===== config.mk =====
export PLATFORM = sky130hd
export DESIGN_NAME = smc_sleep_ctrl
export DESIGN_NICKNAME = d
export VERILOG_FILES = /design/src/logic/smc_pkg.sv /design/src/logic/smc_sleep_ctrl.sv
export VERILOG_INCLUDE_DIRS = /design/src /design/src/logic
export SDC_FILE = /design/constraint.sdc
export NUM_CORES = 1
export LEC_CHECK = 0
export BUFFER_PORTS_ARGS = -buffer_cell sky130_fd_sc_hd__buf_2
export CAP_MARGIN = 5
export CORE_MARGIN = 2
export CORE_UTILIZATION = 49
export CTS_CLUSTER_DIAMETER = 200
export DETAILED_ROUTE_END_ITERATION = 8
export GPL_ROUTABILITY_DRIVEN = 0
export GPL_TIMING_DRIVEN = 0
export PLACE_DENSITY = 0.8
export SLEW_MARGIN = 20
export SYNTH_ARGS = -nofsm -noshare
export SYNTH_HDL_FRONTEND = slang
export SYNTH_SLANG_ARGS = --single-unit

===== constraint.sdc =====
create_clock -name clk_in -period 2.1 [get_ports clk_in]
set_input_delay 0.315 -clock clk_in [delete_from_list [all_inputs] [get_ports clk_in]]
set_output_delay 0.315 -clock clk_in [all_outputs]
set_load 0.02 [all_outputs]

===== src/logic/smc_consts.svh =====
// register offsets, field positions, reset values and timing counts of the sleep controller
// assumes inclusion from the design file only
`ifndef SMC_CONSTS_SVH
`define SMC_CONSTS_SVH
`define SMC_OFF_CTRL 8'h00
`define SMC_OFF_RUN_IN_STANDBY_ENABLE 8'h04
`define SMC_OFF_CFG 8'h08
`define SMC_OFF_STATUS 8'h0C
`define SMC_CTRL_RESET 3'h0
`define SMC_BIT_SEN 0
`define SMC_MODE_LSB 1
`define SMC_MODE_IDLE 2'h0
`define SMC_MODE_STANDBY 2'h1
`define SMC_MODE_POWER_DOWN_CODE 2'h2
`define SMC_WAKE_CYCLES 3'h6
`define SMC_BOD_WAIT_CODE 2'h3
`define SMC_RSP_OKAY 2'h0
`define SMC_RSP_SLVERR 2'h2
`define SMC_RUN_IN_STANDBY_ENABLE_W 6
`define SMC_WAKE_W 14
`endif


===== src/logic/smc_pkg.sv =====
// types shared by the sleep controller design
// assumes smc_consts.svh sits beside it
package smc_pkg;
  // controller states, one-hot
  typedef enum logic [3:0] {
    SMC_ACTIVE = 4'b0001,
    SMC_SLEEP = 4'b0010,
    SMC_WAKE = 4'b0100,
    SMC_RESUME = 4'b1000
  } smc_state_type;
endpackage


===== src/logic/smc_sleep_ctrl.sv =====
// sleep mode controller: axi4-lite registers, mode entry, clock gating and wake timing
// assumes a 20 MHz peripheral clock and that wake sources are already synchronous
//
// Overview of operation
// - idle halts cpu, peripherals run, any irq wakes
// - standby gates peripherals by their run-in-standby bits
// - standby keeps analog converter running only with its run-in-standby bit set
// - power-down keeps brownout, watchdog, periodic timer only
// - power-down wakes only on listed sources
// - standby honours listed wakes when run-in-standby set
// - other irqs wake idle only; peripheral clock active/idle
// - rtc clock: idle, standby if set, power-down periodic
// - custom logic wakes power-down only if clockless
// - resume six clocks after oscillator ready
// - idle wake adds no oscillator start-up
// - power-down stops all but low-power and rtc clocks
// - brownout code 3 delays resume until detector ready
// - debug break forces wake to active
// - mode field: 0 idle, 1 standby, 2 power-down
// - sleep only with enable set at sleep instruction
// - wake returns to cpu with state kept
//
// Design decision made here: the AXI4-Lite slave port.
`timescale 1ns/1ps
`include "smc_consts.svh"
module smc_sleep_ctrl
  import smc_pkg::*;
(
  input wire logic clk_in, // peripheral clock
  input wire logic resetn_in, // async reset, active low
  input wire logic ce_in, // clock enable, freezes all state when low
  // axi4-lite slave
  input wire logic [7:0] s_awaddr_in,
  input wire logic s_awvalid_in,
  output logic s_awready_out,
  input wire logic [31:0] s_wdata_in,
  input wire logic [3:0] s_wstrb_in,
  input wire logic s_wvalid_in,
  output logic s_wready_out,
  output logic [1:0] s_bresp_out,
  output logic s_bvalid_out,
  input wire logic s_bready_in,
  input wire logic [7:0] s_araddr_in,
  input wire logic s_arvalid_in,
  output logic s_arready_out,
  output logic [31:0] s_rdata_out,
  output logic [1:0] s_rresp_out,
  output logic s_rvalid_out,
  input wire logic s_rready_in,
  // cpu side
  input wire logic sleep_instr_in, // one-cycle pulse: sleep instruction executed
  input wire logic debug_break_in, // debug break level
  output logic cpu_halt_out, // cpu stops executing while high
  output logic cpu_resume_out, // one-cycle pulse: cpu may run its handler
  // wake sources, levels
  input wire logic wake_pin_in, // pin change or external interrupt
  input wire logic wake_twi_in, // two_wire_interface address match
  input wire logic wake_pit_in, // periodic_interrupt_timer
  input wire logic wake_vlm_in, // voltage_level_monitor
  input wire logic wake_ccl_in, // configurable_custom_logic
  input wire logic ccl_needs_clk_in, // custom logic uses an internal clock
  input wire logic wake_rtc_in,
  input wire logic wake_uart_in, // uart start-of-frame
  input wire logic wake_tcb_in, // type_b_timers
  input wire logic wake_adc_in, // analog_converters window
  input wire logic wake_ac_in, // analog_comparators
  input wire logic wake_other_in, // every other interrupt
  // oscillator and brownout status
  input wire logic main_osc_ready_in, // main clock source running and stable
  input wire logic bod_ready_in,
  input wire logic [1:0] bod_active_cfg_in, // brownout active/idle operation setting
  // clock gate enables
  output logic per_clk_en_out, // general peripheral_clock domain
  output logic rtc_en_out,
  output logic ccl_en_out,
  output logic adc_en_out,
  output logic tcb_en_out,
  output logic uart_en_out,
  output logic pit_en_out,
  output logic bod_en_out,
  output logic wdt_en_out,
  output logic main_osc_en_out,
  output logic rtc_osc_en_out,
  output logic ulp_osc_en_out
);
  // run-in-standby bit positions inside the run_in_standby_enable register
  localparam int RS_RTC = 0;
  localparam int RS_CCL = 1;
  localparam int RS_ADC = 2;
  localparam int RS_TCB = 3;
  localparam int RS_UART = 4;
  localparam int RS_AC = 5;

  // all state in one struct
  typedef struct packed {
    smc_state_type st; // controller state
    logic [2:0] ctrl; // mode field and sleep enable
    logic [`SMC_RUN_IN_STANDBY_ENABLE_W-1:0] run_in_standby_enable; // run_in_standby_enable bits
    logic [1:0] mode; // latched mode while asleep
    logic [2:0] cnt; // wake countdown
    logic [`SMC_WAKE_W-1:0] wakes; // count of completed wakes
    logic aw_got; // write address held
    logic w_got; // write data held
    logic [7:0] awaddr;
    logic [31:0] wdata;
    logic [3:0] wstrb;
    logic bvalid;
    logic [1:0] bresp;
    logic rvalid;
    logic [31:0] rdata;
    logic [1:0] rresp;
    logic resume; // resume pulse
  } smc_regs_type;

  smc_regs_type s_r;
  smc_regs_type s_nxt;
  logic wake_any; // gated wake request
  logic asleep; // in a sleep state
  logic eff_idle; // mode behaves as idle
  logic is_sb; // standby
  logic is_pd; // power-down
  logic bod_wait; // resume must wait for brownout

  // mode decode on the latched mode
  always_comb begin
    asleep = (s_r.st == SMC_SLEEP) || (s_r.st == SMC_WAKE);
    is_sb = asleep && (s_r.mode == `SMC_MODE_STANDBY);
    is_pd = asleep && (s_r.mode == `SMC_MODE_POWER_DOWN_CODE);
    eff_idle = asleep && !is_sb && !is_pd; // reserved code acts as idle
    bod_wait = (bod_active_cfg_in == `SMC_BOD_WAIT_CODE);
  end

  // wake source gating per mode
  always_comb begin
    wake_any = 1'b0;
    if (eff_idle) begin
      // any interrupt source wakes idle
      wake_any = wake_pin_in | wake_twi_in | wake_pit_in | wake_vlm_in | wake_ccl_in |
                 wake_rtc_in | wake_uart_in | wake_tcb_in | wake_adc_in | wake_ac_in |
                 wake_other_in;
    end else if (is_sb) begin
      // restricted list plus run-in-standby gated sources
      wake_any = wake_pin_in | wake_twi_in | wake_pit_in | wake_vlm_in |
                 (wake_ccl_in & s_r.run_in_standby_enable[RS_CCL]) | (wake_rtc_in & s_r.run_in_standby_enable[RS_RTC]) |
                 (wake_uart_in & s_r.run_in_standby_enable[RS_UART]) | (wake_tcb_in & s_r.run_in_standby_enable[RS_TCB]) |
                 (wake_adc_in & s_r.run_in_standby_enable[RS_ADC]) | (wake_ac_in & s_r.run_in_standby_enable[RS_AC]);
    end else if (is_pd) begin
      // restricted list, custom logic only when clockless
      wake_any = wake_pin_in | wake_twi_in | wake_pit_in | wake_vlm_in |
                 (wake_ccl_in & !ccl_needs_clk_in);
    end
  end

  // next state
  always_comb begin
    s_nxt = s_r;
    s_nxt.resume = 1'b0;
    // axi write channels, taken in either order
    if (s_awvalid_in && !s_r.aw_got && !s_r.bvalid) begin
      s_nxt.aw_got = 1'b1;
      s_nxt.awaddr = s_awaddr_in;
    end
    if (s_wvalid_in && !s_r.w_got && !s_r.bvalid) begin
      s_nxt.w_got = 1'b1;
      s_nxt.wdata = s_wdata_in;
      s_nxt.wstrb = s_wstrb_in;
    end
    if (s_r.aw_got && s_r.w_got) begin
      s_nxt.aw_got = 1'b0;
      s_nxt.w_got = 1'b0;
      s_nxt.bvalid = 1'b1;
      s_nxt.bresp = `SMC_RSP_OKAY;
      unique case (s_r.awaddr[7:2])
        6'(`SMC_OFF_CTRL >> 2): begin
          if (s_r.wstrb[0]) begin
            s_nxt.ctrl = s_r.wdata[2:0];
          end
        end
        6'(`SMC_OFF_RUN_IN_STANDBY_ENABLE >> 2): begin
          if (s_r.wstrb[0]) begin
            s_nxt.run_in_standby_enable = s_r.wdata[`SMC_RUN_IN_STANDBY_ENABLE_W-1:0];
          end
        end
        6'(`SMC_OFF_STATUS >> 2): begin
          // status is read-only, writes ignored
        end
        default: begin
          s_nxt.bresp = `SMC_RSP_SLVERR;
        end
      endcase
    end
    if (s_r.bvalid && s_bready_in) begin
      s_nxt.bvalid = 1'b0;
    end
    // axi read
    if (s_arvalid_in && !s_r.rvalid) begin
      s_nxt.rvalid = 1'b1;
      s_nxt.rresp = `SMC_RSP_OKAY;
      s_nxt.rdata = 32'h0000_0000;
      unique case (s_araddr_in[7:2])
        6'(`SMC_OFF_CTRL >> 2): s_nxt.rdata[2:0] = s_r.ctrl;
        6'(`SMC_OFF_RUN_IN_STANDBY_ENABLE >> 2): s_nxt.rdata[`SMC_RUN_IN_STANDBY_ENABLE_W-1:0] = s_r.run_in_standby_enable;
        6'(`SMC_OFF_STATUS >> 2): begin
          s_nxt.rdata[3:0] = s_r.st;
          s_nxt.rdata[5:4] = s_r.mode;
          s_nxt.rdata[16 +: `SMC_WAKE_W] = s_r.wakes;
        end
        default: s_nxt.rresp = `SMC_RSP_SLVERR;
      endcase
    end else if (s_r.rvalid && s_rready_in) begin
      s_nxt.rvalid = 1'b0;
    end
    // sleep sequencer
    unique case (s_r.st)
      SMC_ACTIVE: begin
        // enter only when enabled at the sleep instruction
        if (sleep_instr_in && s_r.ctrl[`SMC_BIT_SEN] && !debug_break_in) begin
          s_nxt.st = SMC_SLEEP;
          s_nxt.mode = s_r.ctrl[`SMC_MODE_LSB +: 2];
        end
      end
      SMC_SLEEP: begin
        // debug break forces a wake
        if (wake_any || debug_break_in) begin
          s_nxt.st = SMC_WAKE;
          s_nxt.cnt = `SMC_WAKE_CYCLES;
        end
      end
      SMC_WAKE: begin
        // count six clocks once the main oscillator runs
        if (main_osc_ready_in && s_r.cnt != 3'h0) begin
          s_nxt.cnt = s_r.cnt - 3'h1;
        end
        // later of normal wake time and brownout ready
        if (s_r.cnt == 3'h1 && main_osc_ready_in && (!bod_wait || bod_ready_in)) begin
          s_nxt.st = SMC_RESUME;
        end else if (s_r.cnt == 3'h0 && (!bod_wait || bod_ready_in)) begin
          s_nxt.st = SMC_RESUME;
        end
      end
      SMC_RESUME: begin
        // hand back to the cpu, registers and memory untouched
        s_nxt.st = SMC_ACTIVE;
        s_nxt.resume = 1'b1;
        s_nxt.wakes = s_r.wakes + `SMC_WAKE_W'(1);
      end
    endcase
  end

  // state register
  always_ff @(posedge clk_in or negedge resetn_in) begin
    if (!resetn_in) begin
      s_r <= '0;
      s_r.st <= SMC_ACTIVE;
      s_r.ctrl <= `SMC_CTRL_RESET;
    end else if (ce_in) begin
      s_r <= s_nxt;
    end
  end

  // clock gating per mode; waking keeps the sleep gating until resume, except the main oscillator, which runs while waking
  always_comb begin
    cpu_halt_out = s_r.st != SMC_ACTIVE;
    cpu_resume_out = s_r.resume;
    // peripheral clock only active or idle
    per_clk_en_out = !asleep || eff_idle;
    // standby domains by run-in-standby
    rtc_en_out = per_clk_en_out || (is_sb && s_r.run_in_standby_enable[RS_RTC]);
    ccl_en_out = per_clk_en_out || (is_sb && s_r.run_in_standby_enable[RS_CCL]);
    adc_en_out = per_clk_en_out || (is_sb && s_r.run_in_standby_enable[RS_ADC]);
    tcb_en_out = per_clk_en_out || (is_sb && s_r.run_in_standby_enable[RS_TCB]);
    uart_en_out = per_clk_en_out || (is_sb && s_r.run_in_standby_enable[RS_UART]);
    // always-on domains
    pit_en_out = 1'b1;
    bod_en_out = 1'b1;
    wdt_en_out = 1'b1;
    ulp_osc_en_out = 1'b1;
    // main oscillator off in power-down and gated standby
    main_osc_en_out = per_clk_en_out || (is_sb && (|s_r.run_in_standby_enable)) ||
                      (s_r.st == SMC_WAKE);
    // rtc clock source, power-down keeps it for the periodic timer
    rtc_osc_en_out = rtc_en_out || is_pd;
    s_awready_out = !s_r.aw_got && !s_r.bvalid;
    s_wready_out = !s_r.w_got && !s_r.bvalid;
    s_bvalid_out = s_r.bvalid;
    s_bresp_out = s_r.bresp;
    s_arready_out = !s_r.rvalid;
    s_rvalid_out = s_r.rvalid;
    s_rdata_out = s_r.rdata;
    s_rresp_out = s_r.rresp;
  end

  // properties
  property p_enter;
    @(posedge clk_in) disable iff (!resetn_in)
    (ce_in && s_r.st == SMC_ACTIVE && sleep_instr_in && !debug_break_in)
      |=> (cpu_halt_out == s_r.ctrl[`SMC_BIT_SEN]) || $past(!s_r.ctrl[`SMC_BIT_SEN]);
  endproperty
  a_enter: assert property (p_enter) else $error("sleep entry wrong");
  property p_no_enter;
    @(posedge clk_in) disable iff (!resetn_in)
    (s_r.st == SMC_ACTIVE && !s_r.ctrl[`SMC_BIT_SEN]) |=> s_r.st == SMC_ACTIVE;
  endproperty
  a_no_enter: assert property (p_no_enter) else $error("slept without enable");
  property p_break;
    @(posedge clk_in) disable iff (!resetn_in)
    (ce_in && s_r.st == SMC_SLEEP && debug_break_in) |=> s_r.st == SMC_WAKE;
  endproperty
  a_break: assert property (p_break) else $error("debug break ignored");
  property p_pd_other;
    @(posedge clk_in) disable iff (!resetn_in)
    (is_pd && s_r.st == SMC_SLEEP && !debug_break_in && !wake_pin_in && !wake_twi_in &&
     !wake_pit_in && !wake_vlm_in && !wake_ccl_in) |=> s_r.st == SMC_SLEEP;
  endproperty
  a_pd_other: assert property (p_pd_other) else $error("bad power-down wake");
  property p_idle_wake;
    @(posedge clk_in) disable iff (!resetn_in)
    (ce_in && eff_idle && s_r.st == SMC_SLEEP && wake_other_in) |=> s_r.st == SMC_WAKE;
  endproperty
  a_idle_wake: assert property (p_idle_wake) else $error("idle missed wake");
  property p_six;
    @(posedge clk_in) disable iff (!resetn_in)
    ($rose(s_r.st == SMC_WAKE) && main_osc_ready_in && !bod_wait && ce_in)
      |-> ##6 (s_r.st == SMC_RESUME);
  endproperty
  a_six: assert property (p_six) else $error("wake not six clocks");
  property p_bod;
    @(posedge clk_in) disable iff (!resetn_in)
    (s_r.st == SMC_WAKE && bod_wait && !bod_ready_in) |=> s_r.st != SMC_RESUME;
  endproperty
  a_bod: assert property (p_bod) else $error("resumed before brownout");
  property p_perclk;
    @(posedge clk_in) disable iff (!resetn_in)
    (s_r.st == SMC_SLEEP && s_r.mode != `SMC_MODE_IDLE &&
     s_r.mode != 2'h3) |-> !per_clk_en_out;
  endproperty
  a_perclk: assert property (p_perclk) else $error("peripheral clock in deep sleep");
  property p_pdosc;
    @(posedge clk_in) disable iff (!resetn_in)
    (is_pd && s_r.st == SMC_SLEEP) |-> !main_osc_en_out && rtc_osc_en_out && pit_en_out;
  endproperty
  a_pdosc: assert property (p_pdosc) else $error("power-down clocks wrong");
  property p_resume;
    @(posedge clk_in) disable iff (!resetn_in)
    (ce_in && s_r.st == SMC_RESUME) |=> cpu_resume_out && !cpu_halt_out;
  endproperty
  a_resume: assert property (p_resume) else $error("no resume pulse");
  c_idle: cover property (@(posedge clk_in) eff_idle && s_r.st == SMC_SLEEP);
  c_sb: cover property (@(posedge clk_in) is_sb && s_r.st == SMC_WAKE);
  c_pd: cover property (@(posedge clk_in) is_pd && s_r.st == SMC_WAKE);
  c_res: cover property (@(posedge clk_in) cpu_resume_out);
endmodule


==> results of run 1 <==
[kinds of logic after synthesis]
family	synth area share
fa+ha+maj	0.01404
xor+xnor	0.03194
other cells	0.002107
buf+inv	0.1035
mux	0.09477
compound gates	0.1141
simple gates	0.1337
flops	0.5058
[repair_timing]
action	4_1_cts	5_1_grt
resized for setup	1	17
endpoints found under the setup margin	7	19
endpoints found under the hold margin	22	0
buffers inserted	2	6
pin swaps	2	2
hold buffers	1	0
[synth_stat cells (2+ instances only)]
master and count:
a21o_1 6, a21oi_1 4, a22o_1 14, a22oi_1 6
a31oi_1 2, and2_1 2, and3_1 4, buf_4 40
clkbuf_1 7, conb_1 2, dfrtp_1 71, ha_1 4
inv_1 10, mux2_2 26, mux2i_1 3, nand2_1 26
nand2b_1 3, nand3_1 8, nand4_1 2, nor2_1 11
nor2b_1 2, nor3_1 3, nor4_1 2, nor4b_1 3
nor4b_4 3, nor4bb_1 2, o21a_1 2, o21ai_0 16
or4_1 3, xnor2_1 12
[final cells by class]
| cell class | count | area [um^2] | area share |
|---|---|---|---|
| Tap cell | 99 | 123.9 | 0.02717 |
| Sequential cell | 72 | 1808 | 0.3965 |
| Multi-Input combinational cell | 202 | 1484 | 0.3255 |
| Buffer | 48 | 332.8 | 0.07300 |
| Timing Repair Buffer | 90 | 523.0 | 0.1147 |
| Clock inverter | 7 | 126.4 | 0.02772 |
| Inverter | 10 | 37.54 | 0.008233 |
| Clock buffer | 9 | 123.9 | 0.02717 |
[power by group]
group | switching [W] | internal, W
Combinational | 0.000513 | 0.000580
Sequential | 0.000298 | 0.00168
Clock | 0.000556 | 0.000803
Total | 0.00137 | 0.00306
[sequential cells by signal, indices dropped and copies added (netlist names)]
register	flops
s_r	47
s_rdata_out	20
cpu_resume_out	1
s_bresp_out	1
s_bvalid_out	1
s_rresp_out	1
s_rvalid_out	1
[through the flow]
step | utilization | cell area [um^2] | cells
2_1_floorplan | - | 3625 | 332
3_3_place_gp | 0.5813 | 4149 | 511
3_5_place_dp | 0.5856 | 4179 | 512
4_1_cts | 0.6250 | 4461 | 531
5_1_grt | 0.6389 | 4559 | 537
6_report | 0.6389 | 4559 | 537
[how the worst min path moves through the flow]
stage / endpoint / slack (ps) / cells past startpoint
finish: s_r[77] / 170 / 3
global route: s_r[48] / 190 / 2
CTS: s_r[77] / 150 / 3
detailed placement: s_r[108] / 230 / 1
global placement: s_bresp_out[1] / 460 / 2
floorplan: cpu_resume_out / 20 / 0
[worst register-to-register path, cell delays in order (launching register included)]
cell	delay (ps)
dfrtp_2	480
nor4b_4	370
buf_4	210
nand4_2	80
o31a_1	320
and2_4	160
mux2_4	290
[routing by layer]
| layer | GRT usage | part of all wire |
|---|---|---|
| met4 | 0.1140 | 0.027 |
| met5 | 0 | 0 |
| met3 | 0.04063 | 0.045 |
| met2 | 0.3273 | 0.48 |
| met1 | 0.2588 | 0.44 |
==> metrics.txt, run 1 <==
status completed; TritonRoute pass-1 iters 4; Worst-path clk slew 80 ps; Total Power 0.004428 W; share of the synthesized area in the top cell type 0.4984; Seq/Total Area, Yosys 0.5058; period utilization 0.9797; Post-route DRC 0; Fmax 486.1 MHz; startpoint types register; crit-path max cell delay 480 ps; Leak Pwr 2.288 nW; PD cells 971.2 nW/um^2; Post-synth EDFFs 0; max-cap viol count 0; reg2reg start s_r[116]; hold_sp s_awaddr_in[2]; crit path time final 2057 ps; HP Class primary input to register; IR drop worst, VDD 788.2 uV; CTS max path bufs 2; row count 31; Port Buffers 80; vias in the first global route 2607; pre-CTS setup slack -26.02 ps; clock root cell clkbuf_8; critical path class register to primary output; Num Clock Sinks 72; RR Endpoint s_r[116]; gr usage total 0.2038; Final Hold Slack 171.2 ps; fin worst setup slack 42.68 ps; fin nets 515; CP cell instances nor4b_4 > o22ai_4 > a21o_1 > buf_2; initial DRC count 99; die area 7973 um^2; initial core utilization 0.4995; Setup Viol. Count Final 0; Bufs and invs on worst path 1; Worst path top cell family by delay flip-flops; Worst path slowest cell dfrtp_2; via count 2703; grt total ovfl 0; Worst R2R Setup Slack 80 ps; fillers 592; total CTS buffers 9; first-pass GRT wire length 12.29 mm; area leader, netlist dfrtp_1; total wire length 7.276 mm; Main synth FF type dfrtp_1; setup TNS 0 ps; clk_skew 11.94 ps; share of cells above drive strength 1 0.4338; DR vias/cell 5.034; Diodes inserted 0; Critical Path RT 1780 ps; Die Ht 89.29 um; core box area 7137 um^2; most frequent cells in the layout buf_2 (77), dfrtp_1 (67), buf_4 (48); routed len/inst 13.55 um; stages on the worst setup path 4; FF-to-FF path depth 6; top cells by area, synth dfrtp_1 (50%), buf_4 (8.4%), mux2_2 (8.2%); Final HPWL DP 5.267 mm; I/O pin count 133; commonest non-fill, non-tap cell in the layout buf_2; Gate Count Post-Synth 316; synthesized area 3565 um^2; crit path to rtc_en_out; Area growth syn-to-layout 27.90%; Worst setup startpoint s_r[116]; Chip Width 89.29 um; CP arrival 1740 ps; RSZ-0062 raised after global routing true; Avg Inst Size Synth 11.28 um^2; DRT antenna net count 0; final hold violation count 0; CP endpoint kind primary output; FF+latch count, synth 72; pin count of the biggest net entering global routing 51; Max FO, Critical Path 6; count of pins over their slew limit 0; initial antenna violation count 0; async set-reset flop share out of synthesis 1.000; Syn. warnings 0; Synth cell types 47; H-tree levels 3; Clock Latency Late Sink 350 ps; CTS tree built
No activity file was read; power rests on OpenSTA's default activity.
==> run 2: changes to the inputs <==
--- a/config.mk
+++ b/config.mk
@@ -8,13 +8,16 @@
 export LEC_CHECK = 0
 export BUFFER_PORTS_ARGS = -buffer_cell sky130_fd_sc_hd__buf_2
 export CAP_MARGIN = 5
+export CELL_PAD_IN_SITES_DETAIL_PLACEMENT = 0
+export CELL_PAD_IN_SITES_GLOBAL_PLACEMENT = 1
 export CORE_MARGIN = 2
-export CORE_UTILIZATION = 49
+export CORE_UTILIZATION = 37
 export CTS_CLUSTER_DIAMETER = 200
 export DETAILED_ROUTE_END_ITERATION = 8
 export GPL_ROUTABILITY_DRIVEN = 0
 export GPL_TIMING_DRIVEN = 0
-export PLACE_DENSITY = 0.8
+export PLACE_DENSITY_LB_ADDON = 0.1
+export RECOVER_POWER = 25
 export SLEW_MARGIN = 20
 export SYNTH_ARGS = -nofsm -noshare
 export SYNTH_HDL_FRONTEND = slang
==> metrics.txt, run 2 (synthesized netlist as in run 1, its figures left out) <==
PD cells 939.5 nW/um^2 (-3.3%); initial antenna violation count 0 (unchanged); Max FO, Critical Path 4 (-2); Leak Pwr 2.258 nW (-1.3%); Clock Latency Late Sink 330 ps (-20 ps); gr usage total 0.1551 (-0.04868); TritonRoute pass-1 iters 4 (unchanged); Num Clock Sinks 72 (unchanged); CP arrival 1760 ps (+20 ps); fin nets 511 (-0.78%); placed cells 542 (+5.9%); IR drop worst, VDD 510.0 uV (-35%); status completed; period utilization 0.9860 (+0.006315); I/O pin count 133 (unchanged); Area growth syn-to-layout 25.87%; via count 2613 (-3.3%); DR vias/cell 4.641 (-7.8%); commonest non-fill, non-tap cell in the layout buf_2; die area 10440 um^2 (+31%); storage element area 1805 um^2 (-0.14%); core box area 9284 um^2 (+30%); Critical Path RT 1780 ps (about the same); most frequent cells in the layout buf_2 (80), dfrtp_1 (69), buf_4 (44); vias in the first global route 2537 (-2.7%); slew margin rel. 0.5743; total wire length 7.698 mm (+5.8%); max reg flops 47 (unchanged); Final HPWL DP 5.709 mm (+8.4%); fin cells 563 (+4.8%); Port Buffers 80 (unchanged); DRT antenna net count 0 (unchanged); initial DRC count 54 (-45%); first-pass GRT wire length 12.58 mm (+2.4%); initial core utilization 0.3840 (-0.1155); Multi-input gate area 1483 um^2 (about the same); routed len/inst 13.67 um (+0.91%); Setup Viol. Count Final 0 (unchanged); Top reg by flops s_r; crit path time final 2071 ps (+13.26 ps); critical path class register to primary output; CP endpoint kind primary output; HP Class primary input to register; H-tree levels 3 (unchanged); Total Power 0.004215 W (-4.8%); CTS max path bufs 2 (unchanged); clock root cell clkbuf_8; Worst-path clk slew 70 ps (about the same); clk_skew 12.00 ps (+0.06390 ps); Diodes inserted 0 (unchanged); row count 35 (+13%); Fmax 483.0 MHz (-0.64%); Chip Width 102.2 um (+14%); share of cells above drive strength 1 0.4263 (-0.007523); max-cap viol count 0 (unchanged); Least-Margin Pin Slew 638.6 ps; startpoint types register; fillers 911 (+54%); Worst R2R Setup Slack 60 ps (-20 ps); CTS tree built; total CTS buffers 9 (unchanged); count of pins over their slew limit 0 (unchanged); pin count of the biggest net entering global routing 47 (-7.8%); Die Ht 102.2 um (+14%); final hold violation count 0 (unchanged); grt total ovfl 0 (unchanged); Post-route DRC 0 (unchanged)
[run 2: changes by cell type in the layout (fill, tap and decap cells not counted), moves of 2 or more]
cell,before,now
buf_6,4,0
dfrtp_1,67,69
clkinv_2,0,2
dfrtp_2,4,2
buf_2,77,80
buf_4,48,44
[run 2: path summary, 6_finish.rpt]
path,depth (start not counted),startpoint,to
worst min register to register,1,s_r[98],s_r[98]
min in group asynchronous,2,resetn_in,s_rdata_out[21]
worst min-delay path,3,s_awaddr_in[2],s_r[77]
worst max register to register,6,s_r[114],s_r[116]
worst max-delay path,4,s_r[109],main_osc_en_out
max in group asynchronous,3,resetn_in,s_r[115]
[run 2: layout make-up]
class | instances | area share
Clock buffer | 9 | 0.02761
Inverter | 10 | 0.008366
Buffer | 48 | 0.07418
Clock inverter | 7 | 0.02119
Sequential cell | 72 | 0.4024
Tap cell | 129 | 0.03597
Timing Repair Buffer | 86 | 0.09983
Multi-Input combinational cell | 202 | 0.3305
[run 2: layer usage]
layer	up-vias	track usage	wire length, um
met5	-	0	0
met4	0	0.04615	71
met2	59	0.2444	3679
li1	1294	-	-
met1	1251	0.2193	3624
met3	9	0.02873	322
[run 2: critical path, cell delays in order (launching register included)]
cell and delay (ps):
dfrtp_1 420, or4_4 550, nor4_2 190, o21ai_1 100, buf_2 170
[run 2: through the flow]
| stage | setup TNS, ps | hold WS (ps) | setup WS, ps | utilization | instance area (um^2) |
|---|---|---|---|---|---|
| floorplan | 0 | 19.41 | 201.6 | - | 3625 |
| global placement | -204.5 | 467.6 | -90.01 | 0.4509 | 4187 |
| detailed placement | -250.8 | 259.8 | -50.97 | 0.4542 | 4217 |
| CTS | 0 | 180.2 | 5.860 | 0.4811 | 4467 |
| global route | -23.40 | 201.6 | -23.40 | 0.4833 | 4487 |
| finish | 0 | 192.8 | 29.42 | 0.4833 | 4487 |
[run 2: report_power, final]
| group | internal (W) | switching, W |
|---|---|---|
| Clock | 0.000671 | 0.000520 |
| Combinational | 0.000552 | 0.000495 |
| Sequential | 0.00167 | 0.000302 |
[run 2: repair_timing]
action | in CTS | in global routing
buffers inserted | 2 | 2
hold endpoints to repair | 26 | 0
endpoints found under the setup margin | 7 | 11
hold buffers | 1 | 0
pin swaps | 2 | 0
cloned | 0 | 0
resized for setup | 1 | 10
==> run 3: changes to the inputs <==
--- a/config.mk
+++ b/config.mk
@@ -11,7 +11,8 @@
 export CELL_PAD_IN_SITES_DETAIL_PLACEMENT = 0
 export CELL_PAD_IN_SITES_GLOBAL_PLACEMENT = 1
 export CORE_MARGIN = 2
-export CORE_UTILIZATION = 37
+export CORE_UTILIZATION = 39
+export CTS_BUF_LIST = sky130_fd_sc_hd__clkbuf_8
 export CTS_CLUSTER_DIAMETER = 200
 export DETAILED_ROUTE_END_ITERATION = 8
 export GPL_ROUTABILITY_DRIVEN = 0
==> metrics.txt, run 3 (synthesized netlist as in run 1, its figures left out) <==
status completed; period utilization 0.9706 (-0.01537); fin nets 512 (+0.20%); Num Clock Sinks 72 (unchanged); max reg flops 47 (unchanged); commonest non-fill, non-tap cell in the layout buf_2; gr usage total 0.1619 (+0.006814); critical path class register to primary output; Worst-path clk slew 70 ps (about the same); RSZ-0062 raised after global routing true; dpl cell area 4190 um^2 (-0.62%); first-pass GRT wire length 12.59 mm (+0.11%); most frequent cells in the layout buf_2 (80), dfrtp_1 (69), buf_4 (45); initial core utilization 0.4048 (+0.02084); final hold violation count 0 (unchanged); hold path depth 3 (unchanged); Hold EP s_r[77]; total CTS buffers 9 (unchanged); RR Endpoint s_r[116]; Top reg by flops s_r; HP Class primary input to register; CP endpoint kind primary output; reg2reg start s_r[114]; CP arrival 1720 ps (-40 ps); Bufs and invs on worst path 1 (unchanged); count of pins over their slew limit 0 (unchanged); Worst path top cell family by delay simple AND/OR/NAND/NOR gates; Worst path slowest cell or4_4; vias in the first global route 2504 (-1.3%); pin count of the biggest net entering global routing 47 (unchanged); crit-path max cell delay 560 ps (about the same); Port Buffers 80 (unchanged); total wire length 7.573 mm (-1.6%); TritonRoute pass-1 iters 4 (unchanged); crit path time final 2038 ps (-32.28 ps); Die Ht 99.61 um (-2.5%); Least-Margin Pin Slew 647.1 ps (+8.445 ps); slew margin rel. 0.5686 (-0.005630); max-cap viol count 0 (unchanged); I/O pin count 133 (unchanged); H-tree levels 3 (unchanged); Diodes inserted 0 (unchanged); FF-to-FF path depth 6 (unchanged); initial antenna violation count 0 (unchanged); PD cells 922.7 nW/um^2 (-1.8%); Area growth syn-to-layout 24.92%; startpoint types register; Worst R2R Setup Slack 80 ps (+20 ps); Max FO, Critical Path 4 (unchanged); die area 9921 um^2 (-4.9%); Clock Latency Late Sink 350 ps (+20 ps); clk_skew 8.057 ps (-3.946 ps); Fmax 490.6 MHz (+1.6%); fin area 4453 um^2 (-0.75%); initial DRC count 58 (+7.4%); Layout Utilization 0.5057 (+0.02239); DRT antenna net count 0 (unchanged); CTS tree built; via count 2615 (+0.077%); Leak Pwr 2.245 nW (-0.59%); Total Power 0.004109 W (-2.5%); Chip Width 99.61 um (-2.5%); row count 34 (-2.9%); CP cell instances or4_4 > nor4_4 > o21ai_1 > buf_2; Post-route DRC 0 (unchanged); DR vias/cell 4.825 (+4.0%); Setup Viol. Count Final 0 (unchanged); hold_sp s_awaddr_in[2]; Critical Path RT 1780 ps (about the same); grt total ovfl 0 (unchanged); clock root cell clkbuf_8; IR drop worst, VDD 497.5 uV (-2.4%); routed len/inst 13.97 um (+2.2%); share of cells above drive strength 1 0.4263 (unchanged); CTS max path bufs 2 (unchanged); Final HPWL DP 5.598 mm (-2.0%); core box area 8806 um^2 (-5.1%)
-- run 3: cell types whose count changed in the layout (fill, tap and decap cells not counted), sizes merged --
cell      delta
clkinvlp     +2
buf          +1
clkbuf       +1
inv          -1
clkinv       -2
bufinv       -1
-- run 3: routing by layer --
layer  GRT usage  up-vias  part of all wire
li1            -     1292                 -
met1      0.2183     1254              0.47
met2      0.2521       59              0.47
met3     0.05341       10             0.049
met4     0.04320        0             0.012
met5           0        -                 0
-- run 3: per-stage QoR --
step	std cells	TNS, ps	setup slack (ps)	hold slack (ps)
floorplan	332	0	201.6	19.41
global placement	520	-275.6	-88.11	465.8
detailed placement	521	-636.4	-85.65	262.2
CTS	539	0	27.78	165.0
global route	542	-38.58	-23.28	182.2
finish	542	0	61.71	184.2
-- run 3: where the power goes --
group	switching (W)	internal, W	total (W)
clock network	0.000511	0.000572	0.00108
registers	0.000299	0.00168	0.00197
logic	0.000496	0.000556	0.00105
-- run 3: worst max-delay path by stage --
stage	from	end	slack [ps]	cells after the start
4_1_cts	s_r[109]	main_osc_en_out	30	4
3_5_place_dp	ce_in	s_r[98]	-90	6
3_3_place_gp	ce_in	s_r[98]	-90	6
5_1_grt	s_r[109]	main_osc_en_out	-20	4
6_report	s_r[109]	main_osc_en_out	60	4
2_1_floorplan	s_r[116]	adc_en_out	200	3
-- run 3: layout make-up --
cell class	instances	area [um^2]
Sequential cell	72	1805
Clock inverter	5	57.56
Buffer	48	332.8
Fill cell	837	4353
Clock buffer	10	137.6
Multi-Input combinational cell	202	1491
Inverter	10	37.54
Timing Repair Buffer	87	455.4
Tap cell	108	135.1
-- run 3: what timing repair did --
action / in CTS / in global routing
hold buffers: 1 / 0
setup endpoints to repair: 8 / 16
resized for setup: 2 / 10
setup buffers: 2 / 3
pin swaps: 1 / 0
hold endpoints to repair: 26 / 0
-- run 3: worst register-to-register path, delay by kind of cell, from the launching register on --
family                 cells  cell delay [ps]
DFF                        1              540
muxes                      1              280
AOI/OAI and AO/OA          1              330
and+or+nand+nor            3              560
buffers and inverters      1              200
